<file path="config.mk">
export PLATFORM = sky130hd
export DESIGN_NAME = pin_function_mux
export DESIGN_NICKNAME = d
export VERILOG_FILES = /design/src/design/pin_mux_pkg.sv /design/src/design/level_synchronizer.sv /design/src/design/pin_function_mux.sv
export SDC_FILE = /design/constraint.sdc
export NUM_CORES = 1
export LEC_CHECK = 0
export ABC_AREA = 0
export BUFFER_PORTS_ARGS = -buffer_cell sky130_fd_sc_hd__buf_4
export CORE_ASPECT_RATIO = 0.7
export CORE_MARGIN = 3
export CORE_UTILIZATION = 35
export DETAILED_ROUTE_END_ITERATION = 12
export GPL_TIMING_DRIVEN = 0
export HOLD_SLACK_MARGIN = 0.03
export PLACE_DENSITY = 0.59
export SYNTH_ARGS = -nofsm -noshare
export SYNTH_HDL_FRONTEND = slang
export SYNTH_SLANG_ARGS = --single-unit
</file>
<file path="constraint.sdc">
create_clock -name clock -period 5.4 [get_ports clock]
set_clock_uncertainty 0.05 [all_clocks]
set_input_delay 0.81 -clock clock [delete_from_list [all_inputs] [get_ports clock]]
set_output_delay 0.81 -clock clock [all_outputs]
set_load 0.01 [all_outputs]
</file>
<file path="src/design/pin_mux_pkg.sv">
// constants for the three-pin function multiplexer of the clock synchronizer
// assumes selector registers are written over the device's own register port
package pin_mux_pkg;
  localparam int PIN_COUNT = 3;
  localparam int SEL_WIDTH = 4;
  localparam int ADDR_WIDTH = 16;
  localparam int DATA_WIDTH = 8;
  localparam int FN_COUNT = 10;

  // selector register addresses
  localparam logic [15:0] PIN0_SEL_ADDR = 16'h0300;
  localparam logic [15:0] PIN1_SEL_ADDR = 16'h0301;
  localparam logic [15:0] PIN2_SEL_ADDR = 16'h0302;
  localparam logic [3:0] SEL_RESET = 4'h0;

  // selector codes
  localparam logic [3:0] CODE_IRQ = 4'h0;
  localparam logic [3:0] CODE_1 = 4'h1;
  localparam logic [3:0] CODE_2 = 4'h2;
  localparam logic [3:0] CODE_3 = 4'h3;
  localparam logic [3:0] CODE_4 = 4'h4;
  localparam logic [3:0] CODE_5 = 4'h5;
  localparam logic [3:0] CODE_6 = 4'h6;
  localparam logic [3:0] CODE_7 = 4'h7;
  localparam logic [3:0] CODE_8 = 4'h8;
  localparam logic [3:0] CODE_GROUP0 = 4'h9;

  // input function indices
  localparam int FN_REF_SELECT = 0;
  localparam int FN_DISABLE0 = 1;
  localparam int FN_DISABLE1 = 2;
  localparam int FN_GROUP0 = 3;
  localparam int FN_GROUP1 = 4;
  localparam int FN_GROUP2 = 5;
  localparam int FN_GROUP3 = 6;
  localparam int FN_GROUP4 = 7;
  localparam int FN_GROUP5 = 8;
  localparam int FN_GROUP6 = 9;
endpackage

</file>
<file path="src/design/level_synchronizer.sv">
// multi-bit two-flop level synchronizer
// assumes each bit is an independent slow level; no word coherence is given
`timescale 1ns/10ps
module level_synchronizer #(
  parameter int WIDTH = 3,
  parameter int STAGES = 2
) (
  input wire logic clock,
  input wire logic reset_n,
  input wire logic [WIDTH-1:0] async_in,
  output logic [WIDTH-1:0] sync_out
);
  logic [WIDTH-1:0] stage [STAGES];

  generate
    if (STAGES < 2 || WIDTH < 1) begin : g_bad
      $error("level_synchronizer needs at least two stages");
    end
  endgenerate

  // only the next stage reads the first flop
  always_ff @(posedge clock or negedge reset_n) begin
    if (!reset_n) begin
      for (int i = 0; i < STAGES; i++) begin
        stage[i] <= '0;
      end
    end else begin
      stage[0] <= async_in;
      for (int i = 1; i < STAGES; i++) begin
        stage[i] <= stage[i-1];
      end
    end
  end

  assign sync_out = stage[STAGES-1];
endmodule

</file>
<file path="src/design/pin_function_mux.sv">
// function multiplexer for general-purpose pins 0 to 2
// assumes status inputs are synchronous levels from the pll and monitor logic
//
// Operation
// code 1010 input: high forces radio outputs 2 and 3 on, else register bit
// code 1011 input: high forces radio output 4 on, else register bit
// code 1100 input: high forces radio output 5 on, else register bit
// code 1101 input: high forces all sync reference outputs on, else global bit
// code 1110 input: high forces digital outputs 0 and 1 on, else their bits
// code 1111 input: high forces digital outputs 2 and 3 on, else their bits
// code 0000 on pins 1 and 2 outputs the pending interrupt level
// pin 1 code 0001 outputs reference input 1 valid
// pin 1 codes 0011, 0100, 0101 output second dpll, second apll, rf pll lock
// pin 1 code 0110 input selects dpll reference 0 or 1
// pin 1 code 0111 input: high disables reference input 0
// pin 1 code 1000 input: high disables reference input 1
// pin 1 codes 1001 to 1111 are group enables, same as pin 0
// pin 2 code 0001 outputs reference input 0 valid
// pin 2 codes 0010 and 0011 output first and second dpll holdover
// pin 2 codes 0100 and 0101 output first and second dpll lock
// same input function on several pins: lowest pin index wins
// board logic waits for device ready before using any pin function; the board model drives released pins to the inverse of pin_out before that
// selectors live at 0x0300-0x0302; a configuration load leaves them alone
// reserved codes drive low and touch no internal function
// pin inputs pass two flip-flops before steering anything
`timescale 1ns/10ps
module pin_function_mux
  import pin_mux_pkg::*;
#(
  parameter int SYNC_STAGES = 2
) (
  input wire logic clock,
  input wire logic reset_n,
  input wire logic reg_write,
  input wire logic [pin_mux_pkg::ADDR_WIDTH-1:0] reg_addr,
  input wire logic [pin_mux_pkg::DATA_WIDTH-1:0] reg_wdata,
  output logic [pin_mux_pkg::DATA_WIDTH-1:0] reg_rdata,
  input wire logic config_load,
  input wire logic [pin_mux_pkg::PIN_COUNT-1:0] pin_in,
  output logic [pin_mux_pkg::PIN_COUNT-1:0] pin_out,
  output logic [pin_mux_pkg::PIN_COUNT-1:0] pin_oe,
  input wire logic interrupt_pending,
  input wire logic ref_input0_valid,
  input wire logic ref_input1_valid,
  input wire logic dpll0_locked,
  input wire logic dpll1_locked,
  input wire logic dpll0_holdover,
  input wire logic dpll1_holdover,
  input wire logic apll0_locked,
  input wire logic apll1_locked,
  input wire logic rf_pll_locked,
  input wire logic ref_select_register,
  input wire logic ref_input0_disable,
  input wire logic ref_input1_disable,
  input wire logic ref_input0_monitor_fail,
  input wire logic ref_input1_monitor_fail,
  input wire logic radio_out01_enable,
  input wire logic radio_out23_enable,
  input wire logic radio_out4_enable,
  input wire logic radio_out5_enable,
  input wire logic sync_ref_outputs_enable,
  input wire logic digital_out0_enable,
  input wire logic digital_out1_enable,
  input wire logic digital_out2_enable,
  input wire logic digital_out3_enable,
  output logic dpll_ref_select,
  output logic ref_input0_disabled,
  output logic ref_input1_disabled,
  output logic radio_out01_on,
  output logic radio_out23_on,
  output logic radio_out4_on,
  output logic radio_out5_on,
  output logic sync_ref_outputs_on,
  output logic digital_out0_on,
  output logic digital_out1_on,
  output logic digital_out2_on,
  output logic digital_out3_on
);
  import pin_mux_pkg::*;

  logic [SEL_WIDTH-1:0] pin0_function_select;
  logic [SEL_WIDTH-1:0] pin1_function_select;
  logic [SEL_WIDTH-1:0] pin2_function_select;
  logic [PIN_COUNT-1:0] pin_sync;
  logic [FN_COUNT-1:0] fn_mask [PIN_COUNT];
  logic [FN_COUNT-1:0] fn_hit;
  logic [FN_COUNT-1:0] fn_level;
  logic [PIN_COUNT-1:0] next_pin_out;
  logic [PIN_COUNT-1:0] next_pin_oe;
  logic [DATA_WIDTH-1:0] next_reg_rdata;

  generate
    if (SYNC_STAGES < 2) begin : g_bad_sync
      $error("pin inputs need at least two synchronizer stages");
    end
  endgenerate

  level_synchronizer #(
    .WIDTH(PIN_COUNT),
    .STAGES(SYNC_STAGES)
  ) u_pin_sync (
    .clock(clock),
    .reset_n(reset_n),
    .async_in(pin_in),
    .sync_out(pin_sync)
  );

  // register port decode
  wire sel0_hit = reg_addr == PIN0_SEL_ADDR;
  wire sel1_hit = reg_addr == PIN1_SEL_ADDR;
  wire sel2_hit = reg_addr == PIN2_SEL_ADDR;

  // config_load is deliberately not an input to these flops
  always_ff @(posedge clock or negedge reset_n) begin
    if (!reset_n) begin
      pin0_function_select <= SEL_RESET;
      pin1_function_select <= SEL_RESET;
      pin2_function_select <= SEL_RESET;
    end else if (reg_write) begin
      if (sel0_hit) pin0_function_select <= reg_wdata[SEL_WIDTH-1:0];
      if (sel1_hit) pin1_function_select <= reg_wdata[SEL_WIDTH-1:0];
      if (sel2_hit) pin2_function_select <= reg_wdata[SEL_WIDTH-1:0];
    end
  end

  // unmapped addresses read zero
  assign next_reg_rdata = sel0_hit ? {{(DATA_WIDTH-SEL_WIDTH){1'b0}}, pin0_function_select} :
                          sel1_hit ? {{(DATA_WIDTH-SEL_WIDTH){1'b0}}, pin1_function_select} :
                          sel2_hit ? {{(DATA_WIDTH-SEL_WIDTH){1'b0}}, pin2_function_select} :
                          '0;

  // group enable codes 1001..1111 map straight onto FN_GROUP0..FN_GROUP6
  function automatic logic [FN_COUNT-1:0] group_mask(input logic [SEL_WIDTH-1:0] code);
    logic [FN_COUNT-1:0] m;
    m = '0;
    if (code >= CODE_GROUP0) begin
      m[FN_GROUP0 + int'(code - CODE_GROUP0)] = 1'b1;
    end
    return m;
  endfunction

  // pins 0 and 1 share the input layout; pin 2 has the group codes and the select at 1000
  assign fn_mask[0] = group_mask(pin0_function_select) |
                      (FN_COUNT'(pin0_function_select == CODE_6) << FN_REF_SELECT) |
                      (FN_COUNT'(pin0_function_select == CODE_7) << FN_DISABLE0) |
                      (FN_COUNT'(pin0_function_select == CODE_8) << FN_DISABLE1);
  assign fn_mask[1] = group_mask(pin1_function_select) |
                      (FN_COUNT'(pin1_function_select == CODE_6) << FN_REF_SELECT) |
                      (FN_COUNT'(pin1_function_select == CODE_7) << FN_DISABLE0) |
                      (FN_COUNT'(pin1_function_select == CODE_8) << FN_DISABLE1);
  assign fn_mask[2] = group_mask(pin2_function_select) |
                      (FN_COUNT'(pin2_function_select == CODE_8) << FN_REF_SELECT);

  // the lowest pin claiming a function wins, higher pins are ignored
  genvar f;
  generate
    for (f = 0; f < FN_COUNT; f++) begin : g_fn
      assign fn_hit[f] = fn_mask[0][f] | fn_mask[1][f] | fn_mask[2][f];
      assign fn_level[f] = fn_mask[0][f] ? pin_sync[0] :
                           fn_mask[1][f] ? pin_sync[1] :
                           fn_mask[2][f] & pin_sync[2];
    end
  endgenerate

  wire force_ref_select = fn_hit[FN_REF_SELECT];
  wire next_ref_select = force_ref_select ? fn_level[FN_REF_SELECT] : ref_select_register;
  wire next_dis0 = (fn_hit[FN_DISABLE0] & fn_level[FN_DISABLE0]) | ref_input0_disable |
                   ref_input0_monitor_fail;
  wire next_dis1 = (fn_hit[FN_DISABLE1] & fn_level[FN_DISABLE1]) | ref_input1_disable |
                   ref_input1_monitor_fail;
  wire force_g0 = fn_hit[FN_GROUP0] & fn_level[FN_GROUP0];
  wire force_g1 = fn_hit[FN_GROUP1] & fn_level[FN_GROUP1];
  wire force_g2 = fn_hit[FN_GROUP2] & fn_level[FN_GROUP2];
  wire force_g3 = fn_hit[FN_GROUP3] & fn_level[FN_GROUP3];
  wire force_g4 = fn_hit[FN_GROUP4] & fn_level[FN_GROUP4];
  wire force_g5 = fn_hit[FN_GROUP5] & fn_level[FN_GROUP5];
  wire force_g6 = fn_hit[FN_GROUP6] & fn_level[FN_GROUP6];

  // status outputs; reserved codes fall to the default low
  assign next_pin_out[0] = pin0_function_select == CODE_IRQ ? interrupt_pending :
                           pin0_function_select == CODE_1 ? ref_input0_valid :
                           pin0_function_select == CODE_3 ? dpll1_locked :
                           pin0_function_select == CODE_4 ? apll0_locked :
                           pin0_function_select == CODE_5 ? apll1_locked :
                           1'b0;
  assign next_pin_out[1] = pin1_function_select == CODE_IRQ ? interrupt_pending :
                           pin1_function_select == CODE_1 ? ref_input1_valid :
                           pin1_function_select == CODE_3 ? dpll1_locked :
                           pin1_function_select == CODE_4 ? apll1_locked :
                           pin1_function_select == CODE_5 ? rf_pll_locked :
                           1'b0;
  assign next_pin_out[2] = pin2_function_select == CODE_IRQ ? interrupt_pending :
                           pin2_function_select == CODE_1 ? ref_input0_valid :
                           pin2_function_select == CODE_2 ? dpll0_holdover :
                           pin2_function_select == CODE_3 ? dpll1_holdover :
                           pin2_function_select == CODE_4 ? dpll0_locked :
                           pin2_function_select == CODE_5 ? dpll1_locked :
                           pin2_function_select == CODE_6 ? apll0_locked :
                           pin2_function_select == CODE_7 ? rf_pll_locked :
                           1'b0;

  // reserved codes are output type, so the pin is driven low rather than floating
  assign next_pin_oe[0] = pin0_function_select < CODE_6;
  assign next_pin_oe[1] = pin1_function_select < CODE_6;
  assign next_pin_oe[2] = pin2_function_select < CODE_8;

  always_ff @(posedge clock or negedge reset_n) begin
    if (!reset_n) begin
      pin_out <= '0;
      pin_oe <= '0;
      reg_rdata <= '0;
    end else begin
      pin_out <= next_pin_out;
      pin_oe <= next_pin_oe;
      reg_rdata <= next_reg_rdata;
    end
  end

  // enables are registered so a pin glitch past the synchronizer lasts a whole cycle
  always_ff @(posedge clock or negedge reset_n) begin
    if (!reset_n) begin
      dpll_ref_select <= 1'b0;
      ref_input0_disabled <= 1'b0;
      ref_input1_disabled <= 1'b0;
      radio_out01_on <= 1'b0;
      radio_out23_on <= 1'b0;
      radio_out4_on <= 1'b0;
      radio_out5_on <= 1'b0;
      sync_ref_outputs_on <= 1'b0;
      digital_out0_on <= 1'b0;
      digital_out1_on <= 1'b0;
      digital_out2_on <= 1'b0;
      digital_out3_on <= 1'b0;
    end else begin
      dpll_ref_select <= next_ref_select;
      ref_input0_disabled <= next_dis0;
      ref_input1_disabled <= next_dis1;
      radio_out01_on <= force_g0 | radio_out01_enable;
      radio_out23_on <= force_g1 | radio_out23_enable;
      radio_out4_on <= force_g2 | radio_out4_enable;
      radio_out5_on <= force_g3 | radio_out5_enable;
      sync_ref_outputs_on <= force_g4 | sync_ref_outputs_enable;
      digital_out0_on <= force_g5 | digital_out0_enable;
      digital_out1_on <= force_g5 | digital_out1_enable;
      digital_out2_on <= force_g6 | digital_out2_enable;
      digital_out3_on <= force_g6 | digital_out3_enable;
    end
  end
endmodule

</file>
; Yosys cells after proc, flatten, opt, wreduce, memory -nomap -nowiden
; Index checks and enable logic that the tools add are counted.
[word_totals]
inputBits = 55
ff_bits = 40
output_inout_bits = 26
elab_cells = 182
[op_classes]
add_sub_neg = 6
reduce_logical = 9
order_cmp = 12
n_bitwise = 59
n_eq_ne = 25
mux = 51
[op_table]
columns = operator, count
row1 = equality test 16 x 10 -> 1 bit (second input constant), 3
row2 = equality test 4 x 3 -> 1 bit (second input constant), 12
row3 = 2-to-1 mux 1 bit, 42
row4 = OR 1 bit, 33
row5 = 2-to-1 mux 10 bit, 3
row6 = OR 10 x 1 -> 10 bit, 3
row7 = OR 10 x 2 -> 10 bit, 2
row8 = OR 10 x 3 -> 10 bit, 2
row9 = bitwise AND 1 bit, 19
row10 = adder 3 x 5 -> 6 bit (first input constant), 3
row11 = >= comparator 6 x 1 -> 1 bit (second input constant), 3
row12 = < comparator 6 bit (second input constant), 3
row13 = equality test 4 x 2 -> 1 bit (second input constant), 4
row14 = subtractor 4 x 4 -> 5 bit (second input constant), 3
row15 = demux 1 bit (select 4 bit), 3
row16 = equality test 4 x 1 -> 1 bit (second input constant), 3
row17 = equality test 4 bit (second input constant), 3
row18 = >= comparator 4 bit (second input constant), 3
row19 = zero test 4 bit, 3
row20 = 2-to-1 mux 4 bit, 3
row21 = < comparator 4 x 3 -> 1 bit (second input constant), 2
row22 = AND reduction 2 bit, 3
row23 = < comparator 4 bit (second input constant), 1
row24 = logical AND 1 bit, 3

; Depth between registers and ports, before layout
[logic_depth]
depth_word = 15
depth_mapped = 10
mapped_depth_nobuf = 8

; Hierarchy
; Synthesis repeated with hierarchy kept, for this count alone.
[hier_totals]
cells_unflattened = 334
area_unflattened_um2 = 3015.4
[modules_own_cells]
columns = module, seq_area_each_um2, n_inst, cells_per_inst, area_per_inst_um2
row1 = pin_function_mux, 850.8, 1, 325, 2842.7
row2 = level_synchronizer, 150.1, 1, 9, 172.7

; Worst setup path before layout
; No wires, ideal clock.
[synth_timing]
kind = reg-to-reg
startpoint = register pin1_function_select[0]
endpoint = register radio_out4_on
slack_ns = 2.842
stages_incl_launch_ff = 10
synth_period_minus_slack_ns = 2.558
setup_ns = 0.139
path_buffers = 1
t_arrival_ns = 2.369
required_time_ns = 5.211
cell_sequence = dfrtp_1 > buf_4 > inv_1 > ha_1 > nor2b_1 > a2111oi_4 > a21oi_2 > nand2b_4 > o2111a_1 > or4_1
[synth_between]
elab_chain_len = 14
elab_cells_between_ends = 18
cone_classes = 2 x add/sub / 3 x order compare / 5 x mux / 7 x bitwise / 1 x reduce/logical
[synth_lines]
columns = item, line_no
row1 = from (decl), pin_function_mux.sv:82  ; logic [SEL_WIDTH-1:0] pin1_function_select;
row2 = from (signal assigned), pin_function_mux.sv:121  ; if (sel1_hit) pin1_function_select <= reg_wdata[SEL_WIDTH-1:0];
row3 = subtractor 4 x 4 -> 5 bit, pin_function_mux.sv:137  ; m[FN_GROUP0 + int'(code - CODE_GROUP0)] = 1'b1;
row4 = adder 3 x 5 -> 6 bit, pin_function_mux.sv:137
row5 = >= comparator 6 x 1 -> 1 bit (not written as such) / < comparator 6 bit (equally long branches), pin_function_mux.sv:137
row6 = logical AND 1 bit (not written as such), pin_function_mux.sv:137
row7 = 2-to-1 mux 1 bit (not written as such), pin_function_mux.sv:137
row8 = demux 1 bit (select 4 bit), pin_function_mux.sv:137
row9 = 2-to-1 mux 10 bit *, pin_function_mux.sv:136  ; if (code >= CODE_GROUP0) begin
row10 = OR 10 x 1 -> 10 bit *, pin_function_mux.sv:147  ; assign fn_mask[1] = group_mask(pin1_function_select) |
row11 = OR 10 x 2 -> 10 bit *, pin_function_mux.sv:148  ; (FN_COUNT'(pin1_function_select == CODE_6) << FN_REF_SELECT) |
row12 = OR 10 x 3 -> 10 bit *, pin_function_mux.sv:149  ; (FN_COUNT'(pin1_function_select == CODE_7) << FN_DISABLE0) |
row13 = OR 1 bit / 2-to-1 mux 1 bit (equally long branches), "pin_function_mux.sv:158, pin_function_mux.sv:160"
row14 = OR 1 bit / 2-to-1 mux 1 bit (equally long branches), "pin_function_mux.sv:158, pin_function_mux.sv:159"
row15 = bitwise AND 1 bit *, pin_function_mux.sv:173  ; wire force_g2 = fn_hit[FN_GROUP2] & fn_level[FN_GROUP2];
row16 = OR 1 bit *, pin_function_mux.sv:240  ; radio_out4_on <= force_g2 | radio_out4_enable;
row17 = to (signal assigned), pin_function_mux.sv:240
row18 = to (decl), pin_function_mux.sv:71  ; output logic radio_out4_on,
; Every way passes the cells marked *; elsewhere a longest branch is shown, timed or not.
; A chain may end at the register's enable or synchronous reset.

; Worst setup path in the final report
[layout_timing]
startpoint = register pin2_function_select[0]
endpoint = register digital_out2_on
[layout_between]
elab_chain_len = 13
elab_cells_between_ends = 16
cone_classes = 2 x add/sub / 3 x order compare / 5 x mux / 5 x bitwise / 1 x reduce/logical
[layout_lines]
columns = item, line_no
row1 = from (decl), pin_function_mux.sv:83  ; logic [SEL_WIDTH-1:0] pin2_function_select;
row2 = from (signal assigned), pin_function_mux.sv:122  ; if (sel2_hit) pin2_function_select <= reg_wdata[SEL_WIDTH-1:0];
row3 = subtractor 4 x 4 -> 5 bit, pin_function_mux.sv:137
row4 = adder 3 x 5 -> 6 bit, pin_function_mux.sv:137
row5 = >= comparator 6 x 1 -> 1 bit (not written as such) / < comparator 6 bit (equally long branches), pin_function_mux.sv:137
row6 = logical AND 1 bit (not written as such), pin_function_mux.sv:137
row7 = 2-to-1 mux 1 bit (not written as such), pin_function_mux.sv:137
row8 = demux 1 bit (select 4 bit), pin_function_mux.sv:137
row9 = 2-to-1 mux 10 bit *, pin_function_mux.sv:136
row10 = OR 10 x 1 -> 10 bit *, pin_function_mux.sv:151  ; assign fn_mask[2] = group_mask(pin2_function_select) |
row11 = bitwise AND 1 bit, pin_function_mux.sv:161  ; fn_mask[2][f] & pin_sync[2];
row12 = 2-to-1 mux 1 bit, pin_function_mux.sv:160  ; fn_mask[1][f] ? pin_sync[1] :
row13 = 2-to-1 mux 1 bit, pin_function_mux.sv:159  ; assign fn_level[f] = fn_mask[0][f] ? pin_sync[0] :
row14 = bitwise AND 1 bit *, pin_function_mux.sv:177  ; wire force_g6 = fn_hit[FN_GROUP6] & fn_level[FN_GROUP6];
row15 = OR 1 bit *, pin_function_mux.sv:245  ; digital_out2_on <= force_g6 | digital_out2_enable;
row16 = to (signal assigned), pin_function_mux.sv:245
row17 = to (decl), pin_function_mux.sv:76  ; output logic digital_out2_on,
; Marks and branches as above.

==> metrics.md <==
| Metric | Value |
|---|---|
| CTS buffer count | `5` |
| Clk_lat worst skew | `0.29 ns` |
| Antenna-violating nets left | `0` |
| Core box area | `8580 µm²` |
| First-pass GRT wire length | `13800 µm` |
| Site row count | `28` |
| Worst rel slew slack | `60.8%` |
| Largest net degree at the start of global routing | `41` |
| Final setup vio count | `0` |
| Die footprint | `10200 µm²` |
| Clk sinks | `40` |
| Number of cells on the critical path | `9` |
| RSZ-0062 raised after global routing | `no` |
| Diodes inserted | `0` |
| Delay-heaviest family, CP | `compound AO/OA/AOI/OAI gates` |
| Leak | `1.73 nW` |
| 1st-pass router iterations | `4` |
| Worst setup endpoint | `digital_out2_on` |
| Critical path startpoint | `pin2_function_select[0]` |
| Hold Buf Count CTS | `0` |
| Worst setup EP type | `flop` |
| Final hold vios | `0` |
| Slew Viols, Final | `0` |
| Global router's overall resource usage | `17.1%` |
| Resize count post-CTS | `0` |
| Crit-path cells | `clkbuf_1 -> inv_1 -> ha_1 -> and2_1 -> o311a_1 -> a21bo_1 -> nor3_1 -> a31oi_1 -> o21bai_1` |
| Tcrit/Tclk final | `59.1%` |
| Die Span Y | `85.3 µm` |
| Sum Neg Setup Slack | `0 ns` |
| Slowest-stage cell, CP | `dfrtp_1` |
| Initial Util | `36.7%` |
| Worst hold-check path type | `reg -> reg` |
| Leading cell type in the layout, fill and taps excluded | `buf_4` |
| YS warnings | `0` |
| Average size of a mapped cell | `8.89 µm²` |
| Buffer count from post-CTS setup fixing | `0` |
| Reg-to-reg critical path startpoint | `pin2_function_select[0]` |
| CTS tree | `yes` |
| Post-DP HPWL | `6880 µm` |
| Arrival time worst endpoint | `3.35 ns` |
| CTS clk-pin slew, worst paths | `0.06 ns` |
| CTS Buffer Depth | `2` |
| Die Width | `119 µm` |
| Max-cap viol count | `0` |
| Crit-path max FO | `10` |
| Dpl cell area | `3830 µm²` |
| Hold path depth | `0` |
| FFs w/ async S/R, synth | `100%` |
| Port bufs | `70` |
| #FFs+latches synth | `40` |
| Reg2Reg Capture Point | `digital_out2_on` |
| F_max | `313 MHz` |
| Final min period | `3.19 ns` |
| Crit path kind | `reg -> reg` |
| Layout area overhead | `27.2%` |
| Cells after synthesis | `354` |
| Initial DRC count | `151` |
| Post-route DRC | `0` |
| Critical Path Max Stage Delay | `0.49 ns` |
| Status | `completed` |
| CP bufs+invs | `2` |
| Commonest non-fill, non-tap cells in the layout | `buf_4 (75), dfrtp_1 (40), nand2_1 (31)` |
| Top Ports | `81` |
| Vias in the first global route | `2669` |
| WHS | `0.297 ns` |
| CP Launch Type | `flop` |
| Reg2Reg Setup Slack | `2.21 ns` |
| H-Tree Depth | `2` |
| Reg2Reg Depth | `9` |
| Initial antenna violation count | `0` |
| Top FF cell, synth | `dfrtp_1` |
| DR WL/cell | `15.7 µm` |
| Maximum vdd drop | `0.000108 V` |
| Vias per inst | `5.23` |
| Nets | `515` |
| Post-route cell area | `4000 µm²` |
| Via count | `2905` |
| GPL Wtd Cong | `0.907` |
| Post-synthesis sequential area ratio | `31.8%` |
| Worst slew pin tran | `0.584 ns` |
| PwrDens | `178 nW/µm²` |
| Clk root buf | `clkbuf_16` |
| Fraction of layout cells with a size suffix above 1 | `24.6%` |
| Post-Synthesis Cell Area | `3150 µm²` |
| EDFF count, synth | `0` |
| Overflow after GRT | `0` |
| CP required | `5.56 ns` |
| Drt total wl | `8730 µm` |
| Post-synth cell types | `65` |
==> registers in the layout (all words and copies together), names as in the netlist <==
| register | cells |
|---|---|
| digital_out0_on | 1 |
| digital_out1_on | 1 |
| digital_out2_on | 1 |
| digital_out3_on | 1 |
| dpll_ref_select | 1 |
| pin0_function_select | 4 |
| pin1_function_select | 4 |
| pin2_function_select | 4 |
| pin_oe | 3 |
| pin_out | 3 |
| radio_out01_on | 1 |
| radio_out23_on | 1 |
| radio_out4_on | 1 |
| radio_out5_on | 1 |
| ref_input0_disabled | 1 |
| ref_input1_disabled | 1 |
| reg_rdata | 4 |
| sync_ref_outputs_on | 1 |
| u_pin_sync.stage | 3 |
| u_pin_sync.sync_out | 3 |
==> synthesized netlist by cell type (all sizes together), types with 10 or more instances <==
cell / count / area [µm²]
dfrtp: 40 / 1000
nand2: 31 / 116
ha: 26 / 325
a21oi: 24 / 124
nor2: 22 / 82.6
inv: 16 / 60.1
buf: 15 / 90.1
nand2b: 13 / 88.8
o21ai: 12 / 60.1
mux2: 10 / 113
nand3: 10 / 50.1
==> metrics by stage <==
stage / instances / setup slack [ns] / util, % / power (W)
global placement: 547 / 2.26 / 44.7 / 0.000383
detailed placement: 547 / 2.26 / 44.7 / 0.000384
floorplan: 357 / 2.84 / - / 0.000335
global route: 555 / 1.95 / 46.6 / 0.000742
finish: 555 / 2.21 / 46.6 / 0.000713
CTS: 555 / 2.24 / 46.6 / 0.000725
==> logic make-up after synthesis <==
group / synth area share [%]
fa+ha+maj: 10.3
flops: 31.8
compound gates: 21.2
buf+inv: 5.73
other cells: 0.119
mux: 6.12
xor+xnor: 1.67
simple gates: 23.0
==> report_power, final <==
part	switching, W	internal, W	leakage (nW)	total [W]
Sequential	0.00000313	0.000308	0.481	0.000311
Combinational	0.0000284	0.0000380	1.17	0.0000664
Clock	0.000119	0.000217	0.0798	0.000336
==> worst min-delay path by stage <==
stage / startpoint / endpoint / slack (ns)
floorplan: u_pin_sync.stage[3] / u_pin_sync.sync_out[0] / 0.28
detailed placement: u_pin_sync.stage[3] / u_pin_sync.sync_out[0] / 0.29
global route: u_pin_sync.stage[3] / u_pin_sync.sync_out[0] / 0.31
CTS: u_pin_sync.stage[3] / u_pin_sync.sync_out[0] / 0.30
global placement: u_pin_sync.stage[3] / u_pin_sync.sync_out[0] / 0.29
finish: u_pin_sync.stage[3] / u_pin_sync.sync_out[0] / 0.30
==> cell type report <==
type / instances / area, µm²
multi-input combinational: 278 / 1980
buffer: 23 / 120
inverter: 16 / 60.1
tap: 120 / 150
sequential: 40 / 1000
timing repair buffer: 70 / 526
clock buffer: 5 / 125
clock inverter: 3 / 42.5
fill: 849 / 4580
==> per-layer routing <==
metal | up-vias | track usage [%] | routed length (µm) | part of all wire, %
met5 | - | 0 | 0 | 0
met4 | 0 | 3.53 | 93 | 1.1
met3 | 12 | 4.13 | 557 | 6.4
met2 | 96 | 24.1 | 3560 | 41
met1 | 1356 | 26.2 | 4510 | 52
li1 | 1441 | - | - | -
(Power assumes the default switching activity.)
